### src/logic/sinc_regs.svh
// Purpose: Register offsets, field positions, reset values and counts for the decimator.
// Assumes: Byte addresses on a 32-bit classic Wishbone slave.
// Notes: Definitions only.
`ifndef SINC_REGS_SVH
`define SINC_REGS_SVH

// Register byte offsets
`define REG_SETUP_OFS 8'h00
`define REG_OFFSET_OFS 8'h04
`define REG_STATUS_OFS 8'h08
`define REG_DATA_OFS 8'h0c

// Setup register layout
`define SETUP_W 12
`define SETUP_RST 12'h001
`define SETUP_LO_W 8

// Offset DAC register layout
`define DAC_MAG_W 3
`define DAC_SIGN_BIT 3
`define DAC_RST 4'h0

// Status register bit positions
`define STAT_VALID_BIT 0
`define STAT_SETTLE_BIT 1
`define STAT_PER_LSB 2
`define STAT_HOLD_BIT 4

// Result word and arithmetic widths
`define RESULT_W 18
`define ACC_W 32
`define DEC_W 10

// Decimation factors, clock select 1 then 0, indexed by rate select
`define DEC_C1_FS0 10'h180
`define DEC_C1_FS1 10'h140
`define DEC_C1_FS2 10'h040
`define DEC_C1_FS3 10'h020
`define DEC_C0_FS0 10'h190
`define DEC_C0_FS1 10'h140
`define DEC_C0_FS2 10'h040
`define DEC_C0_FS3 10'h020

// Internal clock ticks per modulator sample at the lowest modulator rate
`define MOD_DIV_DEF 8'h80

// Output periods needed before a result is valid
`define SETTLE_SINC1 2'h1
`define SETTLE_SINC3 2'h3

`endif

### src/logic/sinc_pkg.sv
// Purpose: Types shared by the decimator and its control logic.
// Assumes: Constants come from sinc_regs.svh.
// Notes: Setup struct packs low bit first as clk_sel.
package sinc_pkg;

   // Global setup register image
   typedef struct packed {
      logic bipolar;
      logic full_power_down;
      logic standby_ctl;
      logic conversion_hold;
      logic filter_bypass;
      logic fast;
      logic rate_sel_hi;
      logic rate_sel_lo;
      logic mod_freq_sel_hi;
      logic mod_freq_sel_lo;
      logic prescale_div2_en;
      logic clk_sel;
   } setup_t;

   // Coarse offset code, sign plus magnitude
   typedef struct packed {
      logic sign;
      logic [2:0] mag;
   } dac_code_t;

   // Analog control outputs
   typedef struct packed {
      logic analog_pd;
      logic osc_drive_en;
      logic dac_connect;
      logic dac_sign;
      logic [2:0] dac_mag;
      logic [4:0] offset_twelfths;
   } analog_ctl_t;

   // Filter sequencing
   typedef enum logic [1:0] {
      FLT_OFF = 2'b00,
      FLT_RUN = 2'b01,
      FLT_DIVIDE = 2'b10
   } flt_state_t;

endpackage

### src/logic/sinc_divider.sv
// Purpose: Sequential restoring divider used for the 1/N normalisation.
// Assumes: Start only while idle; one quotient bit per clock.
// Notes: Quotient saturates to the result width.
`timescale 1ns/1ps
`default_nettype none
`include "sinc_regs.svh"
module sinc_divider #(
   parameter int DW = 50,
   parameter int VW = 32
) (
   // Clock and reset
   input wire logic clock,
   input wire logic rst_n,
   // Request
   input wire logic start,
   input wire logic [DW-1:0] dividend,
   input wire logic [VW-1:0] divisor,
   // Answer
   output logic busy,
   output logic done,
   output logic [`RESULT_W-1:0] quotient
);
   logic [DW-1:0] num_q;
   logic [DW-1:0] quo_q;
   logic [VW:0] rem_q;
   logic [VW-1:0] den_q;
   logic [6:0] cnt_q;
   logic run_q;
   logic done_q;
   logic [`RESULT_W-1:0] quot_q;
   logic [VW:0] trial;
   logic [VW:0] shifted;

   // One shift-subtract step
   assign shifted = {rem_q[VW-1:0], num_q[DW-1]};
   assign trial = shifted - {1'b0, den_q};

   // Iteration state
   always_ff @(posedge clock or negedge rst_n) begin
      if (!rst_n) begin
         num_q <= '0;
         quo_q <= '0;
         rem_q <= '0;
         den_q <= '0;
         cnt_q <= 7'h00;
         run_q <= 1'b0;
      end else if (start && !run_q) begin
         num_q <= dividend;
         quo_q <= '0;
         rem_q <= '0;
         den_q <= divisor;
         cnt_q <= 7'(DW);
         run_q <= 1'b1;
      end else if (run_q) begin
         num_q <= {num_q[DW-2:0], 1'b0};
         rem_q <= trial[VW] ? shifted : trial;
         quo_q <= {quo_q[DW-2:0], ~trial[VW]};
         cnt_q <= cnt_q - 7'h01;
         if (cnt_q == 7'h01) begin
            run_q <= 1'b0;
         end
      end
   end

   // Saturated result, registered with its done pulse
   always_ff @(posedge clock or negedge rst_n) begin
      if (!rst_n) begin
         done_q <= 1'b0;
         quot_q <= '0;
      end else begin
         done_q <= run_q && (cnt_q == 7'h01);
         if (run_q && (cnt_q == 7'h01)) begin
            if (|{quo_q[DW-2:`RESULT_W-1]}) begin
               quot_q <= '1;
            end else begin
               quot_q <= {quo_q[`RESULT_W-2:0], ~trial[VW]};
            end
         end
      end
   end

   assign busy = run_q;
   assign done = done_q;
   assign quotient = quot_q;
endmodule
`default_nettype wire

### src/logic/sinc_decimator_clock_ctrl.sv
// Purpose: Sigma-delta back end: SINC3/SINC1 decimation, clocking, power and offset control.
// Assumes: 100 MHz system clock; master clock and modulator bit arrive as pins.
// Notes: Registers on classic Wishbone, one-cycle registered ack.
`timescale 1ns/1ps
`default_nettype none
`include "sinc_regs.svh"
module sinc_decimator_clock_ctrl #(
   parameter logic [7:0] MOD_DIV = `MOD_DIV_DEF
) (
   // Clock and reset
   input wire logic clock,
   input wire logic rst_n,
   // Wishbone slave
   input wire logic wb_cyc_i,
   input wire logic wb_stb_i,
   input wire logic wb_we_i,
   input wire logic [7:0] wb_adr_i,
   input wire logic [3:0] wb_sel_i,
   input wire logic [31:0] wb_dat_i,
   output logic [31:0] wb_dat_o,
   output logic wb_ack_o,
   // Oscillator and modulator pins
   input wire logic osc_in_pin,
   output logic osc_out_pin,
   input wire logic mod_bit_in,
   // Serial output path
   input wire logic ser_data_in,
   output logic ser_data_out,
   output logic result_valid_flag,
   // Analog side controls
   output sinc_pkg::analog_ctl_t analog_ctl,
   output logic mod_sample_strobe
);
   import sinc_pkg::*;

   localparam int DIVW = `ACC_W + `RESULT_W;

   setup_t setup_q;
   dac_code_t dac_q;
   analog_ctl_t actl_q;
   flt_state_t state_q;
   logic ack_q;
   logic [31:0] rdat_q;
   logic [2:0] osc_sync_q;
   logic [2:0] mod_sync_q;
   logic osc_lvl_q;
   logic mod_lvl_q;
   logic pre_q;
   logic osc_out_q;
   logic sdo_q;
   logic [7:0] mod_cnt_q;
   logic [`DEC_W-1:0] dec_cnt_q;
   logic [`ACC_W-1:0] int1_q, int2_q, int3_q;
   logic [`ACC_W-1:0] dly1_q, dly2_q, dly3_q;
   logic [`ACC_W-1:0] comb_in, comb1, comb2, comb3, sample;
   logic [1:0] per_q;
   logic valid_q;
   logic [6:0] key_q;
   logic [6:0] key_now;
   logic osc_rise, int_tick, mod_tick, out_tick;
   logic running, restart;
   logic [`DEC_W-1:0] dec_n;
   logic [`ACC_W-1:0] div_den;
   logic [7:0] mod_limit;
   logic [1:0] need;
   logic div_busy, div_done;
   logic [`RESULT_W-1:0] div_quot;
   logic [`RESULT_W-1:0] result_q;
   logic bus_req, wr_setup, wr_dac, rd_data;

   // Decimation factor from clock select and rate select
   function automatic logic [`DEC_W-1:0] dec_factor(input logic csel, input logic [1:0] fs);
      logic [`DEC_W-1:0] n;
      n = `DEC_C1_FS0;
      case ({csel, fs})
         3'h4: n = `DEC_C1_FS0;
         3'h5: n = `DEC_C1_FS1;
         3'h6: n = `DEC_C1_FS2;
         3'h7: n = `DEC_C1_FS3;
         3'h0: n = `DEC_C0_FS0;
         3'h1: n = `DEC_C0_FS1;
         3'h2: n = `DEC_C0_FS2;
         default: n = `DEC_C0_FS3;
      endcase
      return n;
   endfunction

   // Synchronised level follows once the second and third stages agree
   function automatic logic agreed(input logic [2:0] s, input logic prev);
      return (s[1] == s[2]) ? s[2] : prev;
   endfunction

   // Pin synchronisers
   always_ff @(posedge clock or negedge rst_n) begin
      if (!rst_n) begin
         osc_sync_q <= 3'h0;
         mod_sync_q <= 3'h0;
         osc_lvl_q <= 1'b0;
         mod_lvl_q <= 1'b0;
      end else begin
         osc_sync_q <= {osc_sync_q[1:0], osc_in_pin};
         mod_sync_q <= {mod_sync_q[1:0], mod_bit_in};
         osc_lvl_q <= agreed(osc_sync_q, osc_lvl_q);
         mod_lvl_q <= agreed(mod_sync_q, mod_lvl_q);
      end
   end

   assign osc_rise = osc_sync_q[1] & osc_sync_q[2] & ~osc_lvl_q;

   // Prescaler: every second master edge when enabled, giving an even duty
   always_ff @(posedge clock or negedge rst_n) begin
      if (!rst_n) begin
         pre_q <= 1'b0;
      end else if (!setup_q.prescale_div2_en || setup_q.full_power_down) begin
         pre_q <= 1'b0;
      end else if (osc_rise) begin
         pre_q <= ~pre_q;
      end
   end

   // Oscillator stops entirely in full power-down
   assign int_tick = osc_rise & ~setup_q.full_power_down
                     & (~setup_q.prescale_div2_en | pre_q);

   // Modulator rate: faster for higher modulator-frequency codes
   assign mod_limit = MOD_DIV >> {setup_q.mod_freq_sel_hi, setup_q.mod_freq_sel_lo};
   assign running = ~setup_q.standby_ctl & ~setup_q.full_power_down
                    & ~setup_q.conversion_hold;

   // Configuration key; any change restarts the filter
   assign key_now = {setup_q.clk_sel, setup_q.prescale_div2_en, setup_q.mod_freq_sel_hi,
                     setup_q.mod_freq_sel_lo, setup_q.rate_sel_hi, setup_q.rate_sel_lo,
                     setup_q.fast};
   assign restart = (key_now != key_q) || !running;

   always_ff @(posedge clock or negedge rst_n) begin
      if (!rst_n) begin
         key_q <= 7'h40;
      end else begin
         key_q <= key_now;
      end
   end

   // Modulator sample divider
   always_ff @(posedge clock or negedge rst_n) begin
      if (!rst_n) begin
         mod_cnt_q <= 8'h00;
      end else if (restart) begin
         mod_cnt_q <= 8'h00;
      end else if (int_tick) begin
         mod_cnt_q <= (mod_cnt_q >= mod_limit - 8'h01) ? 8'h00 : mod_cnt_q + 8'h01;
      end
   end

   assign mod_tick = int_tick && !restart && (mod_cnt_q >= mod_limit - 8'h01);
   assign mod_sample_strobe = mod_tick;

   // Decimation counter: one output word every N modulator samples
   assign dec_n = dec_factor(setup_q.clk_sel, {setup_q.rate_sel_hi, setup_q.rate_sel_lo});
   assign out_tick = mod_tick && (dec_cnt_q == dec_n - 10'h001);

   always_ff @(posedge clock or negedge rst_n) begin
      if (!rst_n) begin
         dec_cnt_q <= '0;
      end else if (restart) begin
         dec_cnt_q <= '0;
      end else if (mod_tick) begin
         dec_cnt_q <= out_tick ? '0 : dec_cnt_q + 10'h001;
      end
   end

   // Integrators at modulator rate; wrap-around is harmless for the combs
   always_ff @(posedge clock or negedge rst_n) begin
      if (!rst_n) begin
         int1_q <= '0;
         int2_q <= '0;
         int3_q <= '0;
      end else if (restart) begin
         int1_q <= '0;
         int2_q <= '0;
         int3_q <= '0;
      end else if (mod_tick) begin
         int1_q <= int1_q + {31'h0, mod_lvl_q};
         int2_q <= int2_q + int1_q;
         int3_q <= int3_q + int2_q;
      end
   end

   // Combs at output rate; first order uses a single stage
   // Updated integrator values, so the sample at the tick itself is not lost
   assign comb_in = setup_q.fast ? int1_q + {31'h0, mod_lvl_q} : int3_q + int2_q;
   assign comb1 = comb_in - dly1_q;
   assign comb2 = comb1 - dly2_q;
   assign comb3 = comb2 - dly3_q;
   assign sample = setup_q.fast ? comb1 : comb3;

   always_ff @(posedge clock or negedge rst_n) begin
      if (!rst_n) begin
         dly1_q <= '0;
         dly2_q <= '0;
         dly3_q <= '0;
      end else if (restart) begin
         dly1_q <= '0;
         dly2_q <= '0;
         dly3_q <= '0;
      end else if (out_tick) begin
         dly1_q <= comb_in;
         dly2_q <= comb1;
         dly3_q <= comb2;
      end
   end

   // Output periods counted since restart, saturating
   assign need = setup_q.fast ? `SETTLE_SINC1 : `SETTLE_SINC3;

   always_ff @(posedge clock or negedge rst_n) begin
      if (!rst_n) begin
         per_q <= 2'h0;
      end else if (restart) begin
         per_q <= 2'h0;
      end else if (out_tick && per_q != 2'h3) begin
         per_q <= per_q + 2'h1;
      end
   end

   // Normalisation: 1/N per stage, so N cubed for third order
   assign div_den = setup_q.fast ? {22'h0, dec_n}
                                 : `ACC_W'({22'h0, dec_n} * {22'h0, dec_n} * {22'h0, dec_n});

   // Filter sequencing; a restart abandons a division in flight
   always_ff @(posedge clock or negedge rst_n) begin
      if (!rst_n) begin
         state_q <= FLT_OFF;
      end else begin
         case (state_q)
            FLT_OFF: begin
               if (!restart) begin
                  state_q <= FLT_RUN;
               end
            end
            FLT_RUN: begin
               if (restart) begin
                  state_q <= FLT_OFF;
               end else if (out_tick && (per_q >= need - 2'h1)) begin
                  state_q <= FLT_DIVIDE;
               end
            end
            FLT_DIVIDE: begin
               if (restart) begin
                  state_q <= FLT_OFF;
               end else if (div_done) begin
                  state_q <= FLT_RUN;
               end
            end
            default: state_q <= FLT_OFF;
         endcase
      end
   end

   sinc_divider #(
      .DW(DIVW),
      .VW(`ACC_W)
   ) u_div (
      .clock(clock),
      .rst_n(rst_n),
      .start(state_q == FLT_RUN && !restart && out_tick && (per_q >= need - 2'h1)),
      .dividend({sample, {`RESULT_W{1'b0}}}),
      .divisor(div_den),
      .busy(div_busy),
      .done(div_done),
      .quotient(div_quot)
   );

   // Result word and data-ready flag; new data wins over a read clear
   always_ff @(posedge clock or negedge rst_n) begin
      if (!rst_n) begin
         result_q <= '0;
         valid_q <= 1'b0;
      end else if (restart) begin
         valid_q <= 1'b0;
      end else if (state_q == FLT_DIVIDE && div_done) begin
         result_q <= div_quot;
         valid_q <= 1'b1;
      end else if (rd_data) begin
         valid_q <= 1'b0;
      end
   end

   assign result_valid_flag = valid_q;

   // Serial output: raw modulator bits in bypass, else the shift register
   always_ff @(posedge clock or negedge rst_n) begin
      if (!rst_n) begin
         sdo_q <= 1'b0;
         osc_out_q <= 1'b0;
      end else begin
         sdo_q <= setup_q.filter_bypass ? mod_lvl_q : ser_data_in;
         osc_out_q <= setup_q.full_power_down ? 1'b0 : ~osc_lvl_q;
      end
   end

   assign ser_data_out = sdo_q;
   assign osc_out_pin = osc_out_q;

   // Analog controls: offset in twelfths of range, signed
   always_ff @(posedge clock or negedge rst_n) begin
      if (!rst_n) begin
         actl_q <= '0;
      end else begin
         actl_q.analog_pd <= setup_q.standby_ctl | setup_q.full_power_down;
         actl_q.osc_drive_en <= ~setup_q.full_power_down;
         actl_q.dac_connect <= |dac_q.mag;
         actl_q.dac_sign <= dac_q.sign & (|dac_q.mag);
         actl_q.dac_mag <= dac_q.mag;
         if (dac_q.sign) begin
            actl_q.offset_twelfths <= 5'h00 - (setup_q.bipolar ? {2'h0, dac_q.mag}
                                                               : {1'b0, dac_q.mag, 1'b0});
         end else begin
            actl_q.offset_twelfths <= setup_q.bipolar ? {2'h0, dac_q.mag}
                                                      : {1'b0, dac_q.mag, 1'b0};
         end
      end
   end

   assign analog_ctl = actl_q;

   // Bus decode; ack one cycle after the request, dropped the next
   assign bus_req = wb_cyc_i & wb_stb_i & ~ack_q;
   assign wr_setup = bus_req & wb_we_i & (wb_adr_i == `REG_SETUP_OFS);
   assign wr_dac = bus_req & wb_we_i & (wb_adr_i == `REG_OFFSET_OFS);
   assign rd_data = bus_req & ~wb_we_i & (wb_adr_i == `REG_DATA_OFS);

   // Writable registers with byte lanes
   always_ff @(posedge clock or negedge rst_n) begin
      if (!rst_n) begin
         setup_q <= `SETUP_RST;
         dac_q <= `DAC_RST;
      end else begin
         if (wr_setup && wb_sel_i[0]) begin
            setup_q[`SETUP_LO_W-1:0] <= wb_dat_i[`SETUP_LO_W-1:0];
         end
         if (wr_setup && wb_sel_i[1]) begin
            setup_q[`SETUP_W-1:`SETUP_LO_W] <= wb_dat_i[`SETUP_W-1:`SETUP_LO_W];
         end
         if (wr_dac && wb_sel_i[0]) begin
            dac_q <= wb_dat_i[`DAC_SIGN_BIT:0];
         end
      end
   end

   // Read data and ack; unmapped addresses ack with zero
   always_ff @(posedge clock or negedge rst_n) begin
      if (!rst_n) begin
         ack_q <= 1'b0;
         rdat_q <= 32'h0000_0000;
      end else begin
         ack_q <= bus_req;
         rdat_q <= 32'h0000_0000;
         if (bus_req && !wb_we_i) begin
            case (wb_adr_i)
               `REG_SETUP_OFS: rdat_q[`SETUP_W-1:0] <= setup_q;
               `REG_OFFSET_OFS: rdat_q[`DAC_SIGN_BIT:0] <= dac_q;
               `REG_STATUS_OFS: begin
                  rdat_q[`STAT_VALID_BIT] <= valid_q;
                  rdat_q[`STAT_SETTLE_BIT] <= (state_q != FLT_OFF) && !valid_q;
                  rdat_q[`STAT_PER_LSB+1:`STAT_PER_LSB] <= per_q;
                  rdat_q[`STAT_HOLD_BIT] <= setup_q.conversion_hold | div_busy;
               end
               `REG_DATA_OFS: rdat_q[`RESULT_W-1:0] <= result_q;
               default: rdat_q <= 32'h0000_0000;
            endcase
         end
      end
   end

   assign wb_ack_o = ack_q;
   assign wb_dat_o = rdat_q;
endmodule
`default_nettype wire

### config.mk
export PLATFORM = sky130hd
export DESIGN_NAME = sinc_decimator_clock_ctrl
export DESIGN_NICKNAME = d
export VERILOG_FILES = /design/src/logic/sinc_pkg.sv /design/src/logic/sinc_divider.sv /design/src/logic/sinc_decimator_clock_ctrl.sv
export VERILOG_INCLUDE_DIRS = /design/src /design/src/logic
export SDC_FILE = /design/constraint.sdc
export NUM_CORES = 1
export LEC_CHECK = 0
export BUFFER_PORTS_ARGS = -buffer_cell sky130_fd_sc_hd__buf_4
export CAP_MARGIN = 20
export CORE_UTILIZATION = 50
export CTS_CLUSTER_DIAMETER = 50
export DETAILED_ROUTE_END_ITERATION = 8
export PLACE_DENSITY = 0.71
export SLEW_MARGIN = 5
export SYNTH_ARGS = -nofsm -noshare
export SYNTH_HDL_FRONTEND = slang
export SYNTH_SLANG_ARGS = --single-unit
### constraint.sdc
create_clock -name clock -period 11.15 [get_ports clock]
set_clock_uncertainty 0.1 [all_clocks]
set_input_delay 2.23 -clock clock [delete_from_list [all_inputs] [get_ports clock]]
set_output_delay 2.23 -clock clock [all_outputs]
set_load 0.05 [all_outputs]
Yosys cells after proc, flatten, opt, wreduce, memory -nomap -nowiden
Index checks and enable logic that the tools add are counted.

word-level totals
  bits of input ports = 52
  register bits after elaboration = 502
  word-level logic and storage cells = 215
  output and inout port bits = 49

cells by class
  bitwise gates (word level) = 27
  eq/ne operators = 19
  muxes and demuxes = 58
  reduce and logical (&&, ||, !) cells = 41
  magnitude comparators = 2
  shift-type cells = 1
  multiply operators = 2
  add/sub/neg operators = 15

operators by type and width
  kind                                                             number
  32-bit 2-to-1 mux                                                17
  50-bit 2-to-1 mux                                                2
  49-bit 2-to-1 mux                                                2
  32-bit subtractor                                                3
  32-bit adder                                                     2
  18-bit 2-to-1 mux                                                2
  9-bit case mux with 4 select lines                               1
  33-bit by 32-bit subtractor with 33-bit output                   1
  32-bit by 1-bit adder with 32-bit output                         1
  32-bit OR reduction                                              1
  20-bit by 10-bit multiplier with 30-bit output                   1
  10-bit 2-to-1 mux                                                3
  30-bit 2-to-1 mux                                                1
  8-bit 2-to-1 mux                                                 3
  10-bit by 10-bit multiplier with 20-bit output                   1
  8-bit by 4-bit == test with 1-bit output, second input constant  2
  1-bit logical AND                                                16
  2-bit 2-to-1 mux                                                 8
  4-bit case mux with 4 select lines                               1
  1-bit bitwise AND                                                14
  7-bit 2-to-1 mux                                                 2
  7-bit case mux with 2 select lines                               1
  2-bit nonzero test                                               7
  10-bit by 1-bit adder with 10-bit output, second input constant  1
  other kinds (41)                                                 72

Logic depth before layout (Yosys ltp)
  word-level depth = 13
  mapped depth = 42
  mapped depth without buffers = 42

By module
Synthesis repeated with hierarchy kept, for this count alone.

unflattened totals
  cells, all modules = 3557
  area total of the unflattened synthesis = 32032.0 um^2

modules (own cells, without submodules)
  module                     sequential area each (um^2)  cells each  area an instance (um^2)  times used
  sinc_decimator_clock_ctrl  7459.7                       2542        22165.0                  1
  sinc_divider               4754.6                       1015        9867.0                   1

Worst setup path before layout
No wires, ideal clock.

  kind = flip-flop to flip-flop
  from = register int2_q[1]
  to = register u_div.num_q[45]
  data arrival time = 7.389 ns
  data required time = 10.929 ns
  stages on the path, launching flop included = 36
  slack = 3.540 ns
  period minus slack after synthesis = 7.610 ns
  cell sequence = dfrtp_1 > ha_1 > a211oi_1 > o21ai_0 > and2_1 > o21a_1 > o21ai_0 > nor2b_1 > xnor2_1 > nor2_1 > a21oi_1 > ha_1 > a211o_1 > or3_1 > o21a_1 > a31oi_1 > xnor2_1 > ha_1 > a21o_1 > a21oi_1 > nor2_1 > a311oi_2 > xnor2_1 > ha_1 > buf_2 > and3_1 > a221oi_1 > o211ai_1 > o22a_1 > a311o_1 > and4_1 > or3_1 > a21oi_1 > xor2_1 > o21ai_1 > a22o_1

on the way
  longest elaborated chain between the ends = 7

RTL lines
  what                      RTL line                          RTL
  start: declaration        sinc_decimator_clock_ctrl.sv:53   logic [`ACC_W-1:0] int1_q, int2_q, int3_q;
  start signal: assignment  sinc_decimator_clock_ctrl.sv:184  int2_q <= int2_q + int1_q;
  32-bit adder *            sinc_decimator_clock_ctrl.sv:191  assign comb_in = setup_q.fast ? int1_q + {31'h0, mod_lvl_q} : int3_q + int2_q;
  32-bit 2-to-1 mux *       sinc_decimator_clock_ctrl.sv:191
  32-bit subtractor *       sinc_decimator_clock_ctrl.sv:192  assign comb1 = comb_in - dly1_q;
  32-bit subtractor         sinc_decimator_clock_ctrl.sv:193  assign comb2 = comb1 - dly2_q;
  32-bit subtractor         sinc_decimator_clock_ctrl.sv:194  assign comb3 = comb2 - dly3_q;
  32-bit 2-to-1 mux *       sinc_decimator_clock_ctrl.sv:195  assign sample = setup_q.fast ? comb1 : comb3;
  50-bit 2-to-1 mux *       sinc_divider.sv:47                end else if (start && !run_q) begin
  end signal: assignment    sinc_divider.sv:48                num_q <= dividend;
  end signal: assignment    sinc_divider.sv:55                num_q <= {num_q[DW-2:0], 1'b0};
  end: declaration          sinc_divider.sv:23                logic [DW-1:0] num_q;

Every way passes the cells marked *; elsewhere a longest branch is shown, timed or not.
A chain may end at the register's enable or synchronous reset.

Worst setup path in the final report
  from = register int2_q[1]
  to = register u_div.num_q[49]

Same word-level chain as after synthesis.

==> impl_metrics.env <==
export IMPL_status="complete, but fails checks"
export IMPL_failed_checks="DRC"
export IMPL_grt_pass1_wl_um=111900
export IMPL_io_buffers=64
export IMPL_wl_um=65780
export IMPL_track_usage_pct=22.26
export IMPL_clk_latency_ns=0.62
export IMPL_hpwl_um=45250
export IMPL_cts_tree="built"
export IMPL_synth_edf_count=0
export IMPL_diodes=0
export IMPL_fin_setup_tns_ns=0
export IMPL_final_min_clock_period_ns=8.754
export IMPL_clk_pin_slew_worst_paths_ns=0.06
export IMPL_pre_cts_ws_ns=2.466
export IMPL_viasPerCell=5.542
export IMPL_slowest_stage="dfrtp_1"
export IMPL_power_frac_seq_pct=35.4
export IMPL_dieArea_um2=60640
export IMPL_root_buffer="clkbuf_16"
export IMPL_startpoint_type="register"
export IMPL_synth_area_leaders="dfrtp_1 (38%), ha_1 (9.6%), nand2_1 (5.9%), a21oi_1 (4.4%), xnor2_1 (4.3%)"
export IMPL_syn_area_um2=29830
export IMPL_setup_viol=0
export IMPL_cts_resized_gates=0
export IMPL_fillers=5333
export IMPL_max_vdd_ir_drop_mv=0.1593
export IMPL_pwr_share_clk_pct=43.3
export IMPL_gp_congestion=0.8723
export IMPL_rrSetupSlack_ns=2.40
export IMPL_io_pins=101
export IMPL_h_tree_depth=2
export IMPL_rr_worst_depth=36
export IMPL_cp_required_ns=11.54
export IMPL_p_comb_share_pct=21.3
export IMPL_initial_utilization_pct=50.54
export IMPL_synth_largest_area_cell="dfrtp_1"
export IMPL_cp_common_cell="xnor2_1"
export IMPL_timing_fmax_mhz=114.2
export IMPL_end_kind="register"
export IMPL_swShare_pct=28.88
export IMPL_ys_seq_elements=458
export IMPL_p_int_mw=3.354
export IMPL_avgSynthCellArea_um2=8.802
export IMPL_leakage_nw=15.55
export IMPL_setup_slack_ns=2.396
export IMPL_syn_to_final_growth_pct=10.89
export IMPL_core_um2=59020
export IMPL_grt_pass1_vias=22590
export IMPL_postSynthCellCount=3389
export IMPL_die_height_um=246.3
export IMPL_crit_fanout=6
export IMPL_relSlewSlack_pct=32.08
export IMPL_dieWidth_um=246.3
export IMPL_grt_ovfl_total=0
export IMPL_fin_nets=3701
export IMPL_cts_sinks=458
export IMPL_hp_class="register to register"
export IMPL_synthArstFlopShare_pct=100.0
export IMPL_drv_cap=0
export IMPL_max_stage_delay_ns=0.44
export IMPL_vias=23390
export IMPL_drt_iter0_markers=1284
export IMPL_ctsHoldBuffers=0
export IMPL_wl_per_cell_um=15.58
export IMPL_worstSetupPathType="register to register"
export IMPL_synth_cell_type_count=89
export IMPL_hold_viol_final=0
export IMPL_fin_crit_sh_pct=78.51
export IMPL_power_density_nw_per_um2=142.5
export IMPL_numCtsBuffers=61
export IMPL_power_switching_mw=1.362
export IMPL_drc=2
export IMPL_rsz0062_at_grt="no"
export IMPL_tightest_slew_ns=1.015
export IMPL_yosys_warnings=0
export IMPL_dr_pass1_iters=7
export IMPL_drive_above_1_share_pct=8.411
export IMPL_post_cts_setup_buffers=0
export IMPL_slew_violations=0
export IMPL_ant_nets=0
export IMPL_antenna_found_initial=0
export IMPL_synth_flop_cell="dfrtp_1"
export IMPL_clk_path_buf_depth=3
export IMPL_hold_depth=0
export IMPL_synth_top_area_share_pct=38.25
export IMPL_yosysSeqAreaShare_pct=38.43
export IMPL_rows=89
export IMPL_arrival_ns=9.15
export IMPL_grt_max_degree=106
sequential cells by signal, summed over array words and instances (netlist names), 7 cells and up:
signal / count
int3_q: 32
u_div.quotient: 18
key_now: 7
u_div.rem_q: 32
int2_q: 32
analog_ctl: 12
dec_cnt_q: 10
key_q: 7
u_div.num_q: 32
u_div.den_q: 20
u_div.cnt_q: 7
wb_dat_o: 18
int1_q: 32
dly1_q: 32
mod_cnt_q: 8
result_q: 18
dly3_q: 32
dly2_q: 32
u_div.quo_q: 49
power groups by stage:
stage,clock network [mW],logic (mW),registers (mW)
after CTS,2.09,1.00,1.67
after detailed placement,0,0.994,1.70
after global routing,2.15,1.14,1.67
after floorplan,0,0.803,1.70
after global placement,0,0.987,1.70
final,2.04,1.00,1.67
per-stage QoR:
stage,utilization (%),power (mW),instances,cell area (µm²),hold slack [ns]
finish,56.05,4.715,4221,33080,0.2464
global route,56.05,4.960,4221,33080,0.2553
CTS,56.05,4.761,4221,33080,0.2479
detailed placement,52.41,2.694,4108,30930,0.2347
global placement,52.41,2.687,4108,30930,0.2323
floorplan,-,2.503,3410,29910,0.2312
synth_stat cells (17+ instances only):
| cell | count |
|---|---|
| o21a_1 | 35 |
| nand4_1 | 24 |
| inv_1 | 207 |
| clkbuf_1 | 125 |
| a211oi_1 | 30 |
| nand2b_1 | 32 |
| xnor2_1 | 146 |
| a22o_1 | 19 |
| o21bai_1 | 19 |
| nand2_1 | 472 |
| dfrtp_1 | 456 |
| nand3_1 | 88 |
| and3_1 | 27 |
| o22a_1 | 23 |
| o31ai_1 | 67 |
| buf_1 | 17 |
| a31oi_1 | 20 |
| ha_1 | 229 |
| nor2_1 | 235 |
| xor2_1 | 95 |
| fa_1 | 22 |
| a21o_1 | 97 |
| a21oi_1 | 260 |
| mux2i_1 | 18 |
| nor3_1 | 71 |
| o21ai_0 | 216 |
| nor2b_1 | 50 |
| or3_1 | 23 |
| o211ai_1 | 21 |
| and2_1 | 19 |
| mux2_2 | 40 |
path summary, 6_finish.rpt:
check,from,to
min in group asynchronous,rst_n,dly3_q[2]
worst max register to register,int2_q[1],u_div.num_q[49]
worst max-delay path,int2_q[1],u_div.num_q[49]
max in group asynchronous,rst_n,analog_ctl[9]
worst min register to register,osc_sync_q[0],osc_sync_q[1]
worst min-delay path,osc_sync_q[0],osc_sync_q[1]
area by class of cell:
cell class | instances | area (µm²) | area share [%]
multi-input cells | 2577 | 17010 | 51.43
flip-flops and latches | 458 | 11470 | 34.68
clock buffers | 73 | 1672 | 5.053
well taps | 773 | 967.2 | 2.924
inverters | 208 | 780.7 | 2.360
repair buffers | 92 | 698.2 | 2.111
clock inverters | 40 | 476.7 | 1.441
worst max-delay path, delay by kind of cell, from the launching register on:
kind	cells	cell delay (ns)
adders and majority gates	4	1.34
AOI/OAI and AO/OA	19	4.31
DFF	1	0.44
and+or+nand+nor	8	1.52
xor gates and xnor gates	5	0.90
kinds of logic (layout without fill, tap and decap cells):
logic type      Yosys count  after routing  synth area share, %
compound gates          891            891                18.85
other cells               2             23              0.02518
xor+xnor                245            245                7.361
simple gates           1105           1105                16.92
buf+inv                 375            413                4.958
flops                   458            458                38.43
fa+ha+maj               252            252                11.12
mux                      61             61                2.340
metal layers:
metal / global-route usage (%) / part of all wire, % / wire (µm) / vias to the layer above
met5: 0 / 0 / 0 / -
met2: 36.67 / 47 / 30590 / 335
met1: 30.51 / 47 / 31220 / 11150
met3: 2.658 / 3.3 / 2192 / 106
li1: - / - / - / 11800
met4: 6.972 / 2.7 / 1768 / 0
cells in the final DEF, fill, tap and decap left out, types with 95 or more instances in the layout:
cell / instances
xnor2_1: 146
a21oi_1: 260
o21ai_0: 216
inv_1: 207
dfrtp_1: 454
nor2_1: 233
xor2_1: 95
nand2_1: 472
a21o_1: 97
ha_1: 229
(Power assumes the default switching activity.)
